## src/lci_map.vh

```
// Constants and timing counts for the light curtain status indicator.
// Assumes a 100 MHz clock; included by lci_top.v and its submodules.
//
// Contract
// - Lamp one is dark when powered down, red while the safety outputs are off, green while on, and green flashing at 1 Hz when on with a weak signal.
// - Lamp one flashes red at 1 Hz for an external fault and at 10 Hz for an internal fault.
// - Lamp two is dark when the interlock is disabled, enabled and released, or locked with the field interrupted.
// - Lamp two is steady yellow when the interlock is locked but may be released.
// - Lamp two flashes yellow continuously while the upstream safety circuit reports open.
// - A changeover of the upstream safety circuit gives a burst of one or two yellow flashes on lamp two.
// - Lamp three is dark when no special function is active.
// - Lamp three is steady blue once blanking has been taught successfully.
// - Lamp three flashes blue at 1 Hz while muting is active.
// - Lamp three gives short blue flashes while teaching, when a muting restart is needed, or during muting override.
// - Lamp three flashes blue at 10 Hz when teaching has failed.
// - Channel one is used when supply pin a is high and pin b low, channel two when reversed; the wiring chooses.
// - The function group follows the changeover key switch input.
`ifndef LCI_MAP_VH
`define LCI_MAP_VH

// ****************************************************************
// Timing
// ****************************************************************
`define LCI_CLK_HZ        100000000
`define LCI_FAST_HZ       10
`define LCI_SLOW_HZ       1
// Half period of the 10 Hz flash in clock cycles: 100 MHz / 20.
`define LCI_FAST_HALF     27'h4c4b40
// Slot after which the slow flash turns off; ten fast halves per slow half.
`define LCI_SLOW_LAST     5'h09
// Last of the twenty slots of one slow period; the short flash follows it.
`define LCI_SHORT_LAST    5'h13

// ****************************************************************
// Lamp colour codes
// ****************************************************************
`define LCI_COL_W         2
`define LCI_COL_OFF       2'h0
`define LCI_COL_RED       2'h1
`define LCI_COL_GREEN     2'h2

// ****************************************************************
// Burst
// ****************************************************************
`define LCI_BURST_W       3

`endif

```

## src/lci_timebase.v

```verilog
// Shared flash timebase: 10 Hz, 1 Hz and short-flash strobes.
// Assumes one free-running clock and a synchronous reset.
`timescale 1ns/10ps
`default_nettype none
`include "lci_map.vh"

module lci_timebase #(
  parameter [26:0] FAST_HALF = `LCI_FAST_HALF
) (
  // Clock and reset
  input  wire       clock,
  input  wire       sys_rst,
  // Flash phases
  output reg        fast_phase,
  output reg        slow_phase,
  output reg        short_phase,
  output reg        fast_edge
);

  reg  [26:0] div_count;
  reg  [4:0]  slot;
  wire        tick = (div_count == FAST_HALF - 27'h1);

  // One divider feeds every pattern, so same-rate lamps stay in phase.
  always @(posedge clock) begin
    if (sys_rst) begin
      div_count   <= 27'h0;
      slot        <= 5'h0;
      fast_phase  <= 1'b0;
      slow_phase  <= 1'b0;
      short_phase <= 1'b0;
      fast_edge   <= 1'b0;
    end else begin
      fast_edge <= tick;
      if (tick) begin
        div_count  <= 27'h0;
        fast_phase <= ~fast_phase;
        if (slot == `LCI_SHORT_LAST)
          slot <= 5'h0;
        else
          slot <= slot + 5'h1;
        slow_phase  <= (slot == `LCI_SLOW_LAST) ? 1'b0 :
                       (slot == `LCI_SHORT_LAST) ? 1'b1 :
                       slow_phase;
        short_phase <= (slot == `LCI_SHORT_LAST);
      end else begin
        div_count <= div_count + 27'h1;
      end
    end
  end

endmodule // lci_timebase

`default_nettype wire

```

## src/lci_burst.v

```verilog
// Yellow burst generator for upstream circuit changeovers.
// Assumes the fast strobe comes from the shared timebase.
`timescale 1ns/10ps
`default_nettype none
`include "lci_map.vh"

module lci_burst (
  // Clock and reset
  input  wire       clock,
  input  wire       sys_rst,
  // Trigger
  input  wire       start,
  input  wire       two_flashes,
  input  wire       fast_edge,
  // Status
  output reg        lamp,
  output wire       busy
);

  reg [`LCI_BURST_W-1:0] left;

  assign busy = (left != 3'h0);

  // Each flash is one fast half period on and one off.
  always @(posedge clock) begin
    if (sys_rst) begin
      left <= 3'h0;
      lamp <= 1'b0;
    end else if (start) begin
      left <= two_flashes ? 3'h4 : 3'h2;
      lamp <= 1'b0;
    end else if (fast_edge && busy) begin
      left <= left - 3'h1;
      lamp <= ~left[0] && (left != 3'h1);
    end else if (fast_edge) begin
      lamp <= 1'b0;
    end
  end

endmodule // lci_burst

`default_nettype wire

```

## src/lci_top.v

```verilog
// Status lamps, optical channel and function group selection.
// Assumes status inputs arrive from outside the clock domain.
`timescale 1ns/10ps
`default_nettype none
`include "lci_map.vh"

module lci_top #(
  parameter [26:0] FAST_HALF = `LCI_FAST_HALF
) (
  // Clock and reset
  input  wire                  clock,
  input  wire                  sys_rst,
  // Lamp one status
  input  wire                  powered,
  input  wire                  outputs_on,
  input  wire                  weak_signal,
  input  wire                  external_fault,
  input  wire                  internal_fault,
  // Lamp two status
  input  wire                  interlock_enabled,
  input  wire                  interlock_locked,
  input  wire                  field_clear,
  input  wire                  linked_sensor_ok,
  input  wire                  upstream_open,
  // Lamp three status
  input  wire                  blank_taught,
  input  wire                  muting_active,
  input  wire                  teach_running,
  input  wire                  muting_restart_req,
  input  wire                  muting_override,
  input  wire                  teach_failed,
  // Connector pins
  input  wire                  supply_pin_a,
  input  wire                  supply_pin_b,
  input  wire                  changeover_key,
  // Lamps
  output reg  [`LCI_COL_W-1:0] lamp_one,
  output reg                   lamp_two_yellow,
  output reg                   lamp_three_blue,
  // Selections
  output reg                   optical_channel_one,
  output reg                   optical_channel_two,
  output reg                   function_group_first,
  output reg                   function_group_second
);

  // ****************************************************************
  // Input synchronisers
  // ****************************************************************
  localparam NIN = 19;
  wire [NIN-1:0] raw = {powered, outputs_on, weak_signal, external_fault,
                        internal_fault, interlock_enabled, interlock_locked,
                        field_clear, linked_sensor_ok, upstream_open,
                        blank_taught, muting_active, teach_running,
                        muting_restart_req, muting_override, teach_failed,
                        supply_pin_a, supply_pin_b, changeover_key};
  reg  [NIN-1:0] meta;
  reg  [NIN-1:0] sync;

  genvar gi;
  generate
    for (gi = 0; gi < NIN; gi = gi + 1) begin : g_sync
      always @(posedge clock) begin
        if (sys_rst) begin
          meta[gi] <= 1'b0;
          sync[gi] <= 1'b0;
        end else begin
          meta[gi] <= raw[gi];
          sync[gi] <= meta[gi];
        end
      end
    end
  endgenerate

  wire s_pwr    = sync[18];
  wire s_on     = sync[17];
  wire s_weak   = sync[16];
  wire s_extf   = sync[15];
  wire s_intf   = sync[14];
  wire s_ilen   = sync[13];
  wire s_illk   = sync[12];
  wire s_clear  = sync[11];
  wire s_link   = sync[10];
  wire s_upopen = sync[9];
  wire s_taught = sync[8];
  wire s_mute   = sync[7];
  wire s_teach  = sync[6];
  wire s_mrst   = sync[5];
  wire s_movr   = sync[4];
  wire s_tfail  = sync[3];
  wire s_pin_a  = sync[2];
  wire s_pin_b  = sync[1];
  wire s_key    = sync[0];

  // ****************************************************************
  // Shared timebase
  // ****************************************************************
  wire fast_phase;
  wire slow_phase;
  wire short_phase;
  wire fast_edge;

  lci_timebase #(
    .FAST_HALF (FAST_HALF)
  ) u_timebase (
    .clock       (clock),
    .sys_rst     (sys_rst),
    .fast_phase  (fast_phase),
    .slow_phase  (slow_phase),
    .short_phase (short_phase),
    .fast_edge   (fast_edge)
  );

  // ****************************************************************
  // Upstream changeover burst
  // ****************************************************************
  reg        up_prev;
  reg  [1:0] up_wait;
  wire       up_change = (up_wait == 2'h3) && (s_upopen != up_prev);
  wire       burst_lamp;
  wire       burst_busy;

  // Arms only once the synchroniser and the previous sample both hold real
  // levels, so a circuit already open at reset starts no burst.
  always @(posedge clock) begin
    if (sys_rst) begin
      up_prev <= 1'b0;
      up_wait <= 2'h0;
    end else begin
      up_prev <= s_upopen;
      if (up_wait != 2'h3)
        up_wait <= up_wait + 2'h1;
    end
  end

  // Opening gives one flash, closing gives two.
  lci_burst u_burst (
    .clock       (clock),
    .sys_rst     (sys_rst),
    .start       (up_change),
    .two_flashes (~s_upopen),
    .fast_edge   (fast_edge),
    .lamp        (burst_lamp),
    .busy        (burst_busy)
  );

  // ****************************************************************
  // Lamp pattern selection
  // ****************************************************************
  reg [`LCI_COL_W-1:0] next_lamp_one;
  reg                  next_lamp_two;
  reg                  next_lamp_three;

  always @* begin
    if (!s_pwr)
      next_lamp_one = `LCI_COL_OFF;
    else if (s_intf)
      next_lamp_one = fast_phase ? `LCI_COL_RED : `LCI_COL_OFF;
    else if (s_extf)
      next_lamp_one = slow_phase ? `LCI_COL_RED : `LCI_COL_OFF;
    else if (!s_on)
      next_lamp_one = `LCI_COL_RED;
    else if (s_weak)
      next_lamp_one = slow_phase ? `LCI_COL_GREEN : `LCI_COL_OFF;
    else
      next_lamp_one = `LCI_COL_GREEN;
  end

  always @* begin
    if (!s_pwr)
      next_lamp_two = 1'b0;
    // The burst goes first, so an opening shows its single flash too.
    else if (burst_busy)
      next_lamp_two = burst_lamp;
    else if (s_upopen)
      next_lamp_two = slow_phase;
    else if (s_ilen && s_illk && s_clear && s_link)
      next_lamp_two = 1'b1;
    else
      next_lamp_two = 1'b0;
  end

  always @* begin
    if (!s_pwr)
      next_lamp_three = 1'b0;
    else if (s_tfail)
      next_lamp_three = fast_phase;
    else if (s_teach || s_mrst || s_movr)
      next_lamp_three = short_phase;
    else if (s_mute)
      next_lamp_three = slow_phase;
    else if (s_taught)
      next_lamp_three = 1'b1;
    else
      next_lamp_three = 1'b0;
  end

  // ****************************************************************
  // Registered outputs
  // ****************************************************************
  always @(posedge clock) begin
    if (sys_rst) begin
      lamp_one              <= `LCI_COL_OFF;
      lamp_two_yellow       <= 1'b0;
      lamp_three_blue       <= 1'b0;
      optical_channel_one   <= 1'b0;
      optical_channel_two   <= 1'b0;
      function_group_first  <= 1'b1;
      function_group_second <= 1'b0;
    end else begin
      lamp_one              <= next_lamp_one;
      lamp_two_yellow       <= next_lamp_two;
      lamp_three_blue       <= next_lamp_three;
      // Equal pin levels select neither channel.
      optical_channel_one   <= s_pin_a & ~s_pin_b;
      optical_channel_two   <= ~s_pin_a & s_pin_b;
      function_group_first  <= ~s_key;
      function_group_second <= s_key;
    end
  end

endmodule // lci_top

`default_nettype wire

```

## config.mk

```make
export PLATFORM = sky130hd
export DESIGN_NAME = lci_top
export DESIGN_NICKNAME = d
export VERILOG_FILES = /design/src/lci_timebase.v /design/src/lci_burst.v /design/src/lci_top.v
export VERILOG_INCLUDE_DIRS = /design/src
export SDC_FILE = /design/constraint.sdc
export NUM_CORES = 1
export LEC_CHECK = 0
export ABC_AREA = 1
export BUFFER_PORTS_ARGS = -buffer_cell sky130_fd_sc_hd__buf_2
export CAP_MARGIN = 20
export CORE_MARGIN = 1
export CORE_UTILIZATION = 50
export DETAILED_ROUTE_END_ITERATION = 16
export HOLD_SLACK_MARGIN = 0.1
export MAX_ROUTING_LAYER = met4
export PLACE_DENSITY = 0.66
export SYNTH_ARGS = -nofsm -noshare
export SYNTH_HDL_FRONTEND = slang
export SYNTH_SLANG_ARGS = --single-unit
```

## constraint.sdc

```tcl
create_clock -name clock -period 1.95 [get_ports clock]
set_input_delay 0.195 -clock clock [delete_from_list [all_inputs] [get_ports clock]]
set_output_delay 0.195 -clock clock [all_outputs]
set_load 0.01 [all_outputs]
```

-- Yosys cells after proc, flatten, opt, wreduce, memory -nomap -nowiden
Cells that the tools add are included.
- add/subtract/negate cells: 4
- eq/ne operators: 7
- muxes and demuxes: 22
- bitwise operators: 8
- reductions and logical operators: 16
- operator list (cell ; count):
    $add A27 B1 Y27 const B ; 1
    $eq A27 B23 Y1 const B ; 1
    $mux W1 ; 13
    $mux W2 ; 5
    $mux W3 ; 3
    $logic_and A1 B1 Y1 ; 6
    $not A1 Y1 ; 6
    $reduce_bool A2 Y1 ; 3
    $reduce_or A2 Y1 ; 3
    $add A5 B1 Y5 const B ; 1
    $eq A5 B4 Y1 const B ; 1
    $eq A5 B5 Y1 const B ; 1
    $mux W5 ; 1
    $ne A3 B1 Y1 const B ; 1
    $reduce_bool A3 Y1 ; 1
    $sub A3 B1 Y3 const B ; 1
    $add A2 B1 Y2 const B ; 1
    $and A1 B1 Y1 ; 2
    $eq A2 B2 Y1 const B ; 1
    $logic_or A1 B1 Y1 ; 2
    $ne A2 B2 Y1 const B ; 1
    $reduce_and A2 Y1 ; 1
    $ne A1 B1 Y1 ; 1
- flip-flop bits (word level): 89
- input bits: 21
- output and inout port bits: 8
- word-level logic and storage cells: 112

-- Depth between registers and ports, before layout
Gate-level depths: netlist of the first run.
- depth in word-level cells: 6
- gate-level depth with buffers: 9
- gate-level depth less buffers: 9

-- Cells and area by module
Synthesis of the first run repeated with hierarchy kept, for this count alone.
- cell total of the unflattened synthesis: 529
- area, all modules: 3804.9 um^2
- modules (own cells, without submodules) (module ; times used ; cells an instance ; area each (um^2) ; sequential area each (um^2)):
    lci_timebase ; 1 ; 303 ; 1951.9 ; 720.7
    lci_top ; 1 ; 184 ; 1555.2 ; 980.9
    lci_burst ; 1 ; 42 ; 297.8 ; 80.1

-- Worst setup path before layout of the first run
No wires, ideal clock.
- kind: register to register
- from: register u_timebase.div_count[0]
- to: register u_timebase.div_count[16]
- setup time: 114 ps
- arrival: 1386 ps
- data required time: 1836 ps
- setup slack: 450 ps
- cell stages (with the launch flop): 10
- path buffers: 1
- period minus slack after synthesis: 1500 ps
- cell sequence: dfxtp_1 -> ha_1 -> nand2_2 -> nor2_4 -> nand3_2 -> nor2_2 -> nand2_4 -> nand2_8 -> buf_12 -> nor2_1
- longest elaborated chain between the ends: 2
- elaborated cells on any way between the ends: 3
- classes of those cells: add/sub: 1; eq/ne: 1; reduce/logical: 1
- ends and longest elaborated chain (item ; line ; RTL):
    start, declared ; lci_timebase.v:20 ; reg [26:0] div_count;
    start signal, assigned ; lci_timebase.v:47 ; div_count <= div_count + 27'h1;
    parallel branches: the longest is 2 deep, another holds $add A27 B1 Y27 ; - ;
Several ways; the timed one is not identified.
A chain may end at the register's enable or synchronous reset.

-- Final worst setup path of the first run
- from: register u_timebase.div_count[0]
- to: register u_timebase.div_count[11]
Same word-level chain as after synthesis.

==> flow_summary_export.csv, run 1 <==
group,metric,value,unit
worst_hold_path,worstHoldPathCells,3,
timing,skew,8.643,ps
routing,vias,3224,
synth,yosysTopAreaCell,"dfxtp_1",
clock_network,clk_path_buf_depth,2,
die,fp.dieH,89.47,um
setup_path,crit_required,2210,ps
timing,setup_tns,0,ps
setup_path,cp-end-kind,"flip-flop",
final_layout,seqCellArea,1782,um^2
clock_network,numCtsBuffers,9,
clock_network,clk_latency,360,ps
routing,drt_first_iter_violations,124,
synth,synth_edf_count,0,
final_layout,syn2layout_area_growth,16.36,%
setup_path,start_kind,"flip-flop",
die,core_region_area,7331,um^2
synth,synth_ff_type,"dfxtp_1",
global_routing,grt_use_met3,5.540,%
final_layout,finalNetCount,617,
timing,fin_crit,1678,ps
job,drv_cap,0,
clock_network,cts_tree,"yes",
die,die_width,89.47,um
global_routing,grt_busiest_layer,"met2",
synth,postSynthAreaPerCell,7.110,um^2
die,dieArea,8004,um^2
clock_network,cts-resized-gates,0,
setup_path,worstPathMaxFanout,26,
routing,wl,7.497,mm
global_routing,track_usage,21.92,%
routing,drc_errors,0,
clock_network,cts_setup_buffers,0,
synth,syn-instance-count,538,
pwr,peakVddDrop,518.1,uV
synth,yosys-top-cells-count,"nor2_1 (113), nand2_1 (111), inv_1 (97)",
timing,finalSetupViolations,0,
final_layout,antennaDiodeCount,0,
timing,max_slew_margin,71.23,%
final_layout,multi_input_area,1615,um^2
timing,period_share,86.05,%
placed_design,port_buffers,28,
routing,dr.pass1.iters,4,
die,initial_core_util,52.18,%
timing,whs,108.5,ps
clock_network,path_clk_slew,90,ps
placed_design,dp_hpwl,5.345,mm
global_routing,met2_usage,32.62,%
final_layout,final_util,60.71,%
setup_path,critPathKind,"reg2reg",
routing,antenna_left,0,
synth,yosys.cell_count.top_type,"nor2_1",
clock_network,htree_levels,3,
synth,synth_nets,566,
clock_network,cts.sinks,89,
placed_design,gp_congestion,0.8796,
global_routing,grt_pass1_wl,12.81,mm
synth,yosysTopAreaCellShare,46.58,%
setup_path,cp.arrival,1940,ps
clock_network,ctsHoldBuffers,19,
routing,via_per_inst,4.652,
timing,hold_viol,0,
global_routing,grt-ovfl-total,0,
timing,rsz0062_at_grt,"false",
final_layout,fillers,678,
global_routing,antenna_found_initial,0,
synth,synth_cell_types,29,
synth,ys_warn_count,0,
timing,worstMarginPinSlew,429.9,ps
pwr,leakagePower,1.953,nW
setup_path,worst-r2r-cell-count,8,
die,rows,31,
status,outcome,"finished clean",
final_layout,drive_gt1_share,10.61,%
timing,slew_violations,0,
pwr,p_total,3.427,mW
worst_hold_path,hold_class,"in2reg",
synth,synth_area,3825,um^2
pwr,power.density,770.1,nW/um^2
synth,ys_top_cells_by_area,"dfxtp_1 (47%), nor2_1 (11%), nand2_1 (11%)",
routing,wl_per_cell,10.82,um
synth,ys_seq_area_share,46.58,%
timing,max_freq,595.9,MHz
global_routing,grt_pass1_vias,2881,
global_routing,grt_use_met1,29.05,%
synth,ys_ff_latch,89,
global_routing,grt_max_degree,45,
clock_network,clockRootBuffer,"clkbuf_8",
synth,async_flop_share,0,%
die,io_pins,29,
-- area by class of cell --
| class | instances | share of cell area [%] |
|---|---|---|
| clock buffers | 9 | 2.783 |
| clock inverters | 7 | 2.165 |
| inverters | 97 | 8.181 |
| multi-input cells | 343 | 36.29 |
| flip-flops and latches | 89 | 40.03 |
| well taps | 99 | 2.783 |
| repair buffers | 49 | 7.759 |
-- cell usage in the layout, fill, tap and decap left out, drive strengths merged --
| master | synthesis | layout |
|---|---|---|
| dlygate4sd3 | 0 | 19 |
| nor2 | 123 | 123 |
| clkinvlp | 0 | 1 |
| nand2 | 114 | 114 |
| dfxtp | 89 | 89 |
| a31oi | 1 | 1 |
| clkinv | 0 | 1 |
| nand3 | 38 | 38 |
| clkbuf | 5 | 9 |
| bufinv | 0 | 1 |
| a21boi | 1 | 1 |
| nand3b | 5 | 5 |
| nor3 | 3 | 3 |
| or2 | 3 | 3 |
| buf | 4 | 30 |
| ha | 7 | 7 |
| a21oi | 18 | 18 |
| nand4 | 5 | 5 |
| o21ai | 9 | 9 |
| inv | 97 | 101 |
| o211ai | 1 | 1 |
| and2 | 1 | 1 |
| xnor2 | 4 | 4 |
| a211oi | 1 | 1 |
| xor2 | 9 | 9 |
-- kinds of logic (layout without fill, tap and decap cells) --
group	after synthesis	after routing	share of synthesized area (%)
compound gates	31	31	4.286
xor+xnor	13	13	2.977
flops	89	89	46.58
fa+ha+maj	7	7	2.290
buf+inv	106	162	11.19
simple gates	292	292	32.68
-- stage by stage --
stage	worst slack, ps	area, um^2	std cells
global route	51.09	4451	693
global placement	344.9	4040	658
CTS	265.9	4451	693
finish	271.9	4451	693
floorplan	450.2	3825	538
detailed placement	285.4	4040	658
-- sequential cells by signal (all words and copies together), names as in the netlist, 2 cells and up --
name                  count
lamp_one                  2
meta                     19
u_timebase.div_count     27
u_timebase.slot           5
u_burst.left              3
up_wait                   2
-- per-layer routing --
metal	up-vias	part of all wire (%)
met4	0	1.3
met5	-	0
met3	10	4.1
met2	64	44
met1	1428	51
li1	1722	-
-- where the power goes --
| group | total [mW] | leakage [nW] | switching, mW | internal, mW |
|---|---|---|---|---|
| clock | 1.37 | 0.109 | 0.733 | 0.634 |
| sequential | 1.89 | 0.727 | 0.0214 | 1.87 |
| combinational | 0.168 | 1.12 | 0.0888 | 0.0795 |
| total | 3.43 | 1.95 | 0.843 | 2.58 |
-- worst paths after layout --
path                              endpoint  slack [ps]                    start
setup / recovery  u_timebase.div_count[11]         270  u_timebase.div_count[0]
setup reg to reg  u_timebase.div_count[11]         270  u_timebase.div_count[0]
hold reg to reg                    s_clear         410                 meta[11]
hold / removal        function_group_first         110                  sys_rst
-- critical path: stages, from the launching register on --
cell and delay [ps]:
dfxtp_1 400, ha_1 240, nand2_2 80, nor2_4 180, nand3_2 100, nor2_2 160
nand2_4 130, nand2_8 210, nor2_1 70
Power figures use the tool's default switching activity.
==> run 2, diff against run 1 <==
--- a/config.mk
+++ b/config.mk
@@ -6,7 +6,6 @@
 export SDC_FILE = /design/constraint.sdc
 export NUM_CORES = 1
 export LEC_CHECK = 0
-export ABC_AREA = 1
 export BUFFER_PORTS_ARGS = -buffer_cell sky130_fd_sc_hd__buf_2
 export CAP_MARGIN = 20
 export CORE_MARGIN = 1
@@ -14,7 +13,7 @@
 export DETAILED_ROUTE_END_ITERATION = 16
 export HOLD_SLACK_MARGIN = 0.1
 export MAX_ROUTING_LAYER = met4
-export PLACE_DENSITY = 0.66
+export PLACE_DENSITY = 0.67
 export SYNTH_ARGS = -nofsm -noshare
 export SYNTH_HDL_FRONTEND = slang
 export SYNTH_SLANG_ARGS = --single-unit
==> flow_summary_export.csv, run 2 <==
group,metric,value,unit
timing,finalSetupViolations,0,
die,rows,29,
setup_path,worst-r2r-cell-count,5,
setup_path,path_buf_inv,1,
setup_path,critPathKind,"reg2reg",
setup_path,path_cells,"nor4_1 -> nand3_1 -> buf_12 -> or4_1 -> a21oi_1",
synth,ys_warn_count,0,
clock_network,cts_tree,"yes",
routing,via_per_inst,5.306,
timing,fin_crit,1839,ps
pwr,p_total,3.299,mW
synth,postSynthAreaPerCell,9.467,um^2
pwr,power.density,805.6,nW/um^2
setup_path,cp.arrival,2130,ps
global_routing,grt_pass1_vias,2430,
setup_path,crit_path_top_delay_cell,"or4_1",
final_layout,regMostFlops,"u_timebase.div_count",
setup_path,cp.depth,5,
routing,wl,6.270,mm
placed_design,place_inst,462,
worst_hold_path,worstHoldPathCells,2,
timing,max_freq,543.9,MHz
setup_path,path_delay_family,"simple AND/OR/NAND/NOR gates",
synth,yosysTopAreaCellShare,52.28,%
synth,synth_ff_type,"dfxtp_1",
synth,async_flop_share,0,%
routing,drc_errors,0,
setup_path,critPathMaxStageDelay,500,ps
pwr,p_sw,0.8306,mW
pwr,power_frac_seq,57.4,%
setup_path,start_kind,"flip-flop",
routing,vias,2637,
synth,syn-instance-count,360,
routing,antenna_left,0,
routing,wl_per_cell,12.62,um
clock_network,htree_levels,3,
routing,drt_first_iter_violations,138,
die,initial_core_util,52.77,%
synth,synth_area,3408,um^2
timing,hold_viol,0,
final_layout,finalNetCount,443,
pwr,peakVddDrop,579.1,uV
placed_design,dp_hpwl,4.159,mm
setup_path,reg2reg_setup_slack,110,ps
placed_design,port_buffers,28,
final_layout,drive_gt1_share,16.67,%
die,core_region_area,6459,um^2
synth,yosysTopAreaCell,"dfxtp_1",
setup_path,cp-end-kind,"flip-flop",
pwr,clkPwrFrac,37.3,%
die,fp.dieH,84.56,um
clock_network,numCtsBuffers,9,
timing,worstMarginPinSlew,434.2,ps
worst_hold_path,hold_class,"in2reg",
global_routing,grt-ovfl-total,0,
pwr,p_sw_share,25.18,%
placed_design,gp_congestion,0.8458,
global_routing,grt_pass1_wl,10.67,mm
clock_network,cts_setup_buffers,0,
final_layout,antennaDiodeCount,0,
die,dieArea,7150,um^2
synth,yosys-top-cells-count,"dfxtp_1 (89), nor2b_1 (44), a21oi_1 (25)",
routing,dr.pass1.iters,4,
pwr,comb_power_share,5.2,%
timing,max_slew_margin,70.83,%
setup_path,crit_required,2240,ps
global_routing,antenna_found_initial,0,
final_layout,syn2layout_area_growth,20.15,%
global_routing,track_usage,19.49,%
synth,yosys.cell_count.top_type,"dfxtp_1",
final_layout,top_regs,"u_timebase.div_count: 27 flops, meta: 19 flops, u_timebase.slot: 5 flops",
pwr,leakagePower,1.538,nW
synth,ys_top_cells_by_area,"dfxtp_1 (52%), nor2b_1 (8.1%), a21oi_1 (3.7%)",
synth,synth_nets,388,
synth,synth_cell_types,39,
clock_network,cts.sinks,89,
global_routing,grt_max_degree,21,
clock_network,clockRootBuffer,"clkbuf_8",
timing,skew,9.363,ps
clock_network,clk_latency,370,ps
final_layout,largest_reg_flops,27,
status,outcome,"finished clean",
pwr,p_int,2.468,mW
clock_network,path_clk_slew,90,ps
final_layout,final_common_cell,"dfxtp_1",
synth,ys_seq_area_share,52.28,%
die,io_pins,29,
timing,period_share,94.29,%
clock_network,clk_path_buf_depth,2,
setup_path,worstPathMaxFanout,16,
synth,synth_edf_count,0,
die,die_width,84.56,um
timing,slew_violations,0,
synth,ys_ff_latch,89,
final_layout,fin_cells,497,
job,drv_cap,0,
final_layout,final_util,63.41,%
final_layout,layout_common_cells,"dfxtp_1 (87), nor2b_1 (44), buf_2 (28)",
-- run 2: cell count changes after synthesis, moves of 24 or more --
cell     previous run  this run
nand2_1           111        18
inv_1              97        11
nor2b_1             0        44
nor2_1            113        19
nand3_1            37        13
-- run 2: layer usage --
metal | GRT usage [%] | vias up | share of wire, % | routed length [um]
met5 | - | - | 0 | 0
met4 | 7.858 | 0 | 1.6 | 102
met3 | 4.720 | 15 | 3.2 | 202
met2 | 32.52 | 43 | 48 | 3013
met1 | 22.55 | 1211 | 47 | 2953
li1 | - | 1368 | - | -
-- run 2: kinds of logic (layout without fill, tap and decap cells) --
group / after synthesis / in the layout / synth area share, %
adder cells (fa/ha/maj): 7 / 7 / 2.570
flip-flops: 89 / 89 / 52.28
multiplexers: 4 / 4 / 1.211
XOR/XNOR: 12 / 12 / 3.084
AND/OR/NAND/NOR: 161 / 161 / 27.42
AO/OA/AOI/OAI: 60 / 60 / 10.35
buffers and inverters: 27 / 87 / 3.084
-- run 2: layout make-up --
class	count	area, um^2
repair buffers	60	440.4
inverters	11	41.29
clock buffers	9	123.9
well taps	77	96.34
fillers	547	2364
clock inverters	7	70.07
multi-input cells	244	1539
flip-flops and latches	89	1784
-- run 2: worst register-to-register path, cell delays in order (launching register included) --
cell,delay [ps]
dfxtp_1,350
nor4_1,380
nand3_1,190
buf_12,190
or4_1,510
a21oi_1,160
-- run 2: path summary, 6_finish.rpt --
path	start	endpoint
worst max-delay path	u_timebase.div_count[21]	u_timebase.slot[1]
worst min-delay path	sys_rst	u_timebase.div_count[2]
worst max register to register	u_timebase.div_count[21]	u_timebase.slot[1]
worst min register to register	s_pin_a	optical_channel_two
-- run 2: power groups by stage --
stage | registers, mW | clock network, mW | logic, mW
finish | 1.90 | 1.23 | 0.172
global route | 1.90 | 1.35 | 0.194
CTS | 1.90 | 1.26 | 0.173
detailed placement | 1.94 | 0 | 0.143
global placement | 1.94 | 0 | 0.138
floorplan | 1.94 | 0 | 0.0934
-- run 2: timing repair --
item / CTS / global route
hold endpoints to repair: 19 / 0
pin swaps: 0 / 4
setup endpoints to repair: 1 / 8
cloned: 0 / 0
resized for setup: 1 / 6
hold buffers: 19 / 0
-- run 2: metrics by stage --
| stage | instance area [um^2] | hold WS [ps] | setup WS [ps] | setup TNS (ps) |
|---|---|---|---|---|
| floorplan | 3408 | 323.2 | 142.7 | 0 |
| global placement | 3691 | 397.7 | 85.61 | 0 |
| detailed placement | 3691 | 406.6 | 19.89 | 0 |
| CTS | 4079 | 201.7 | 71.41 | 0 |
| global route | 4095 | 212.4 | -48.50 | -88.68 |
| finish | 4095 | 209.6 | 111.3 | 0 |
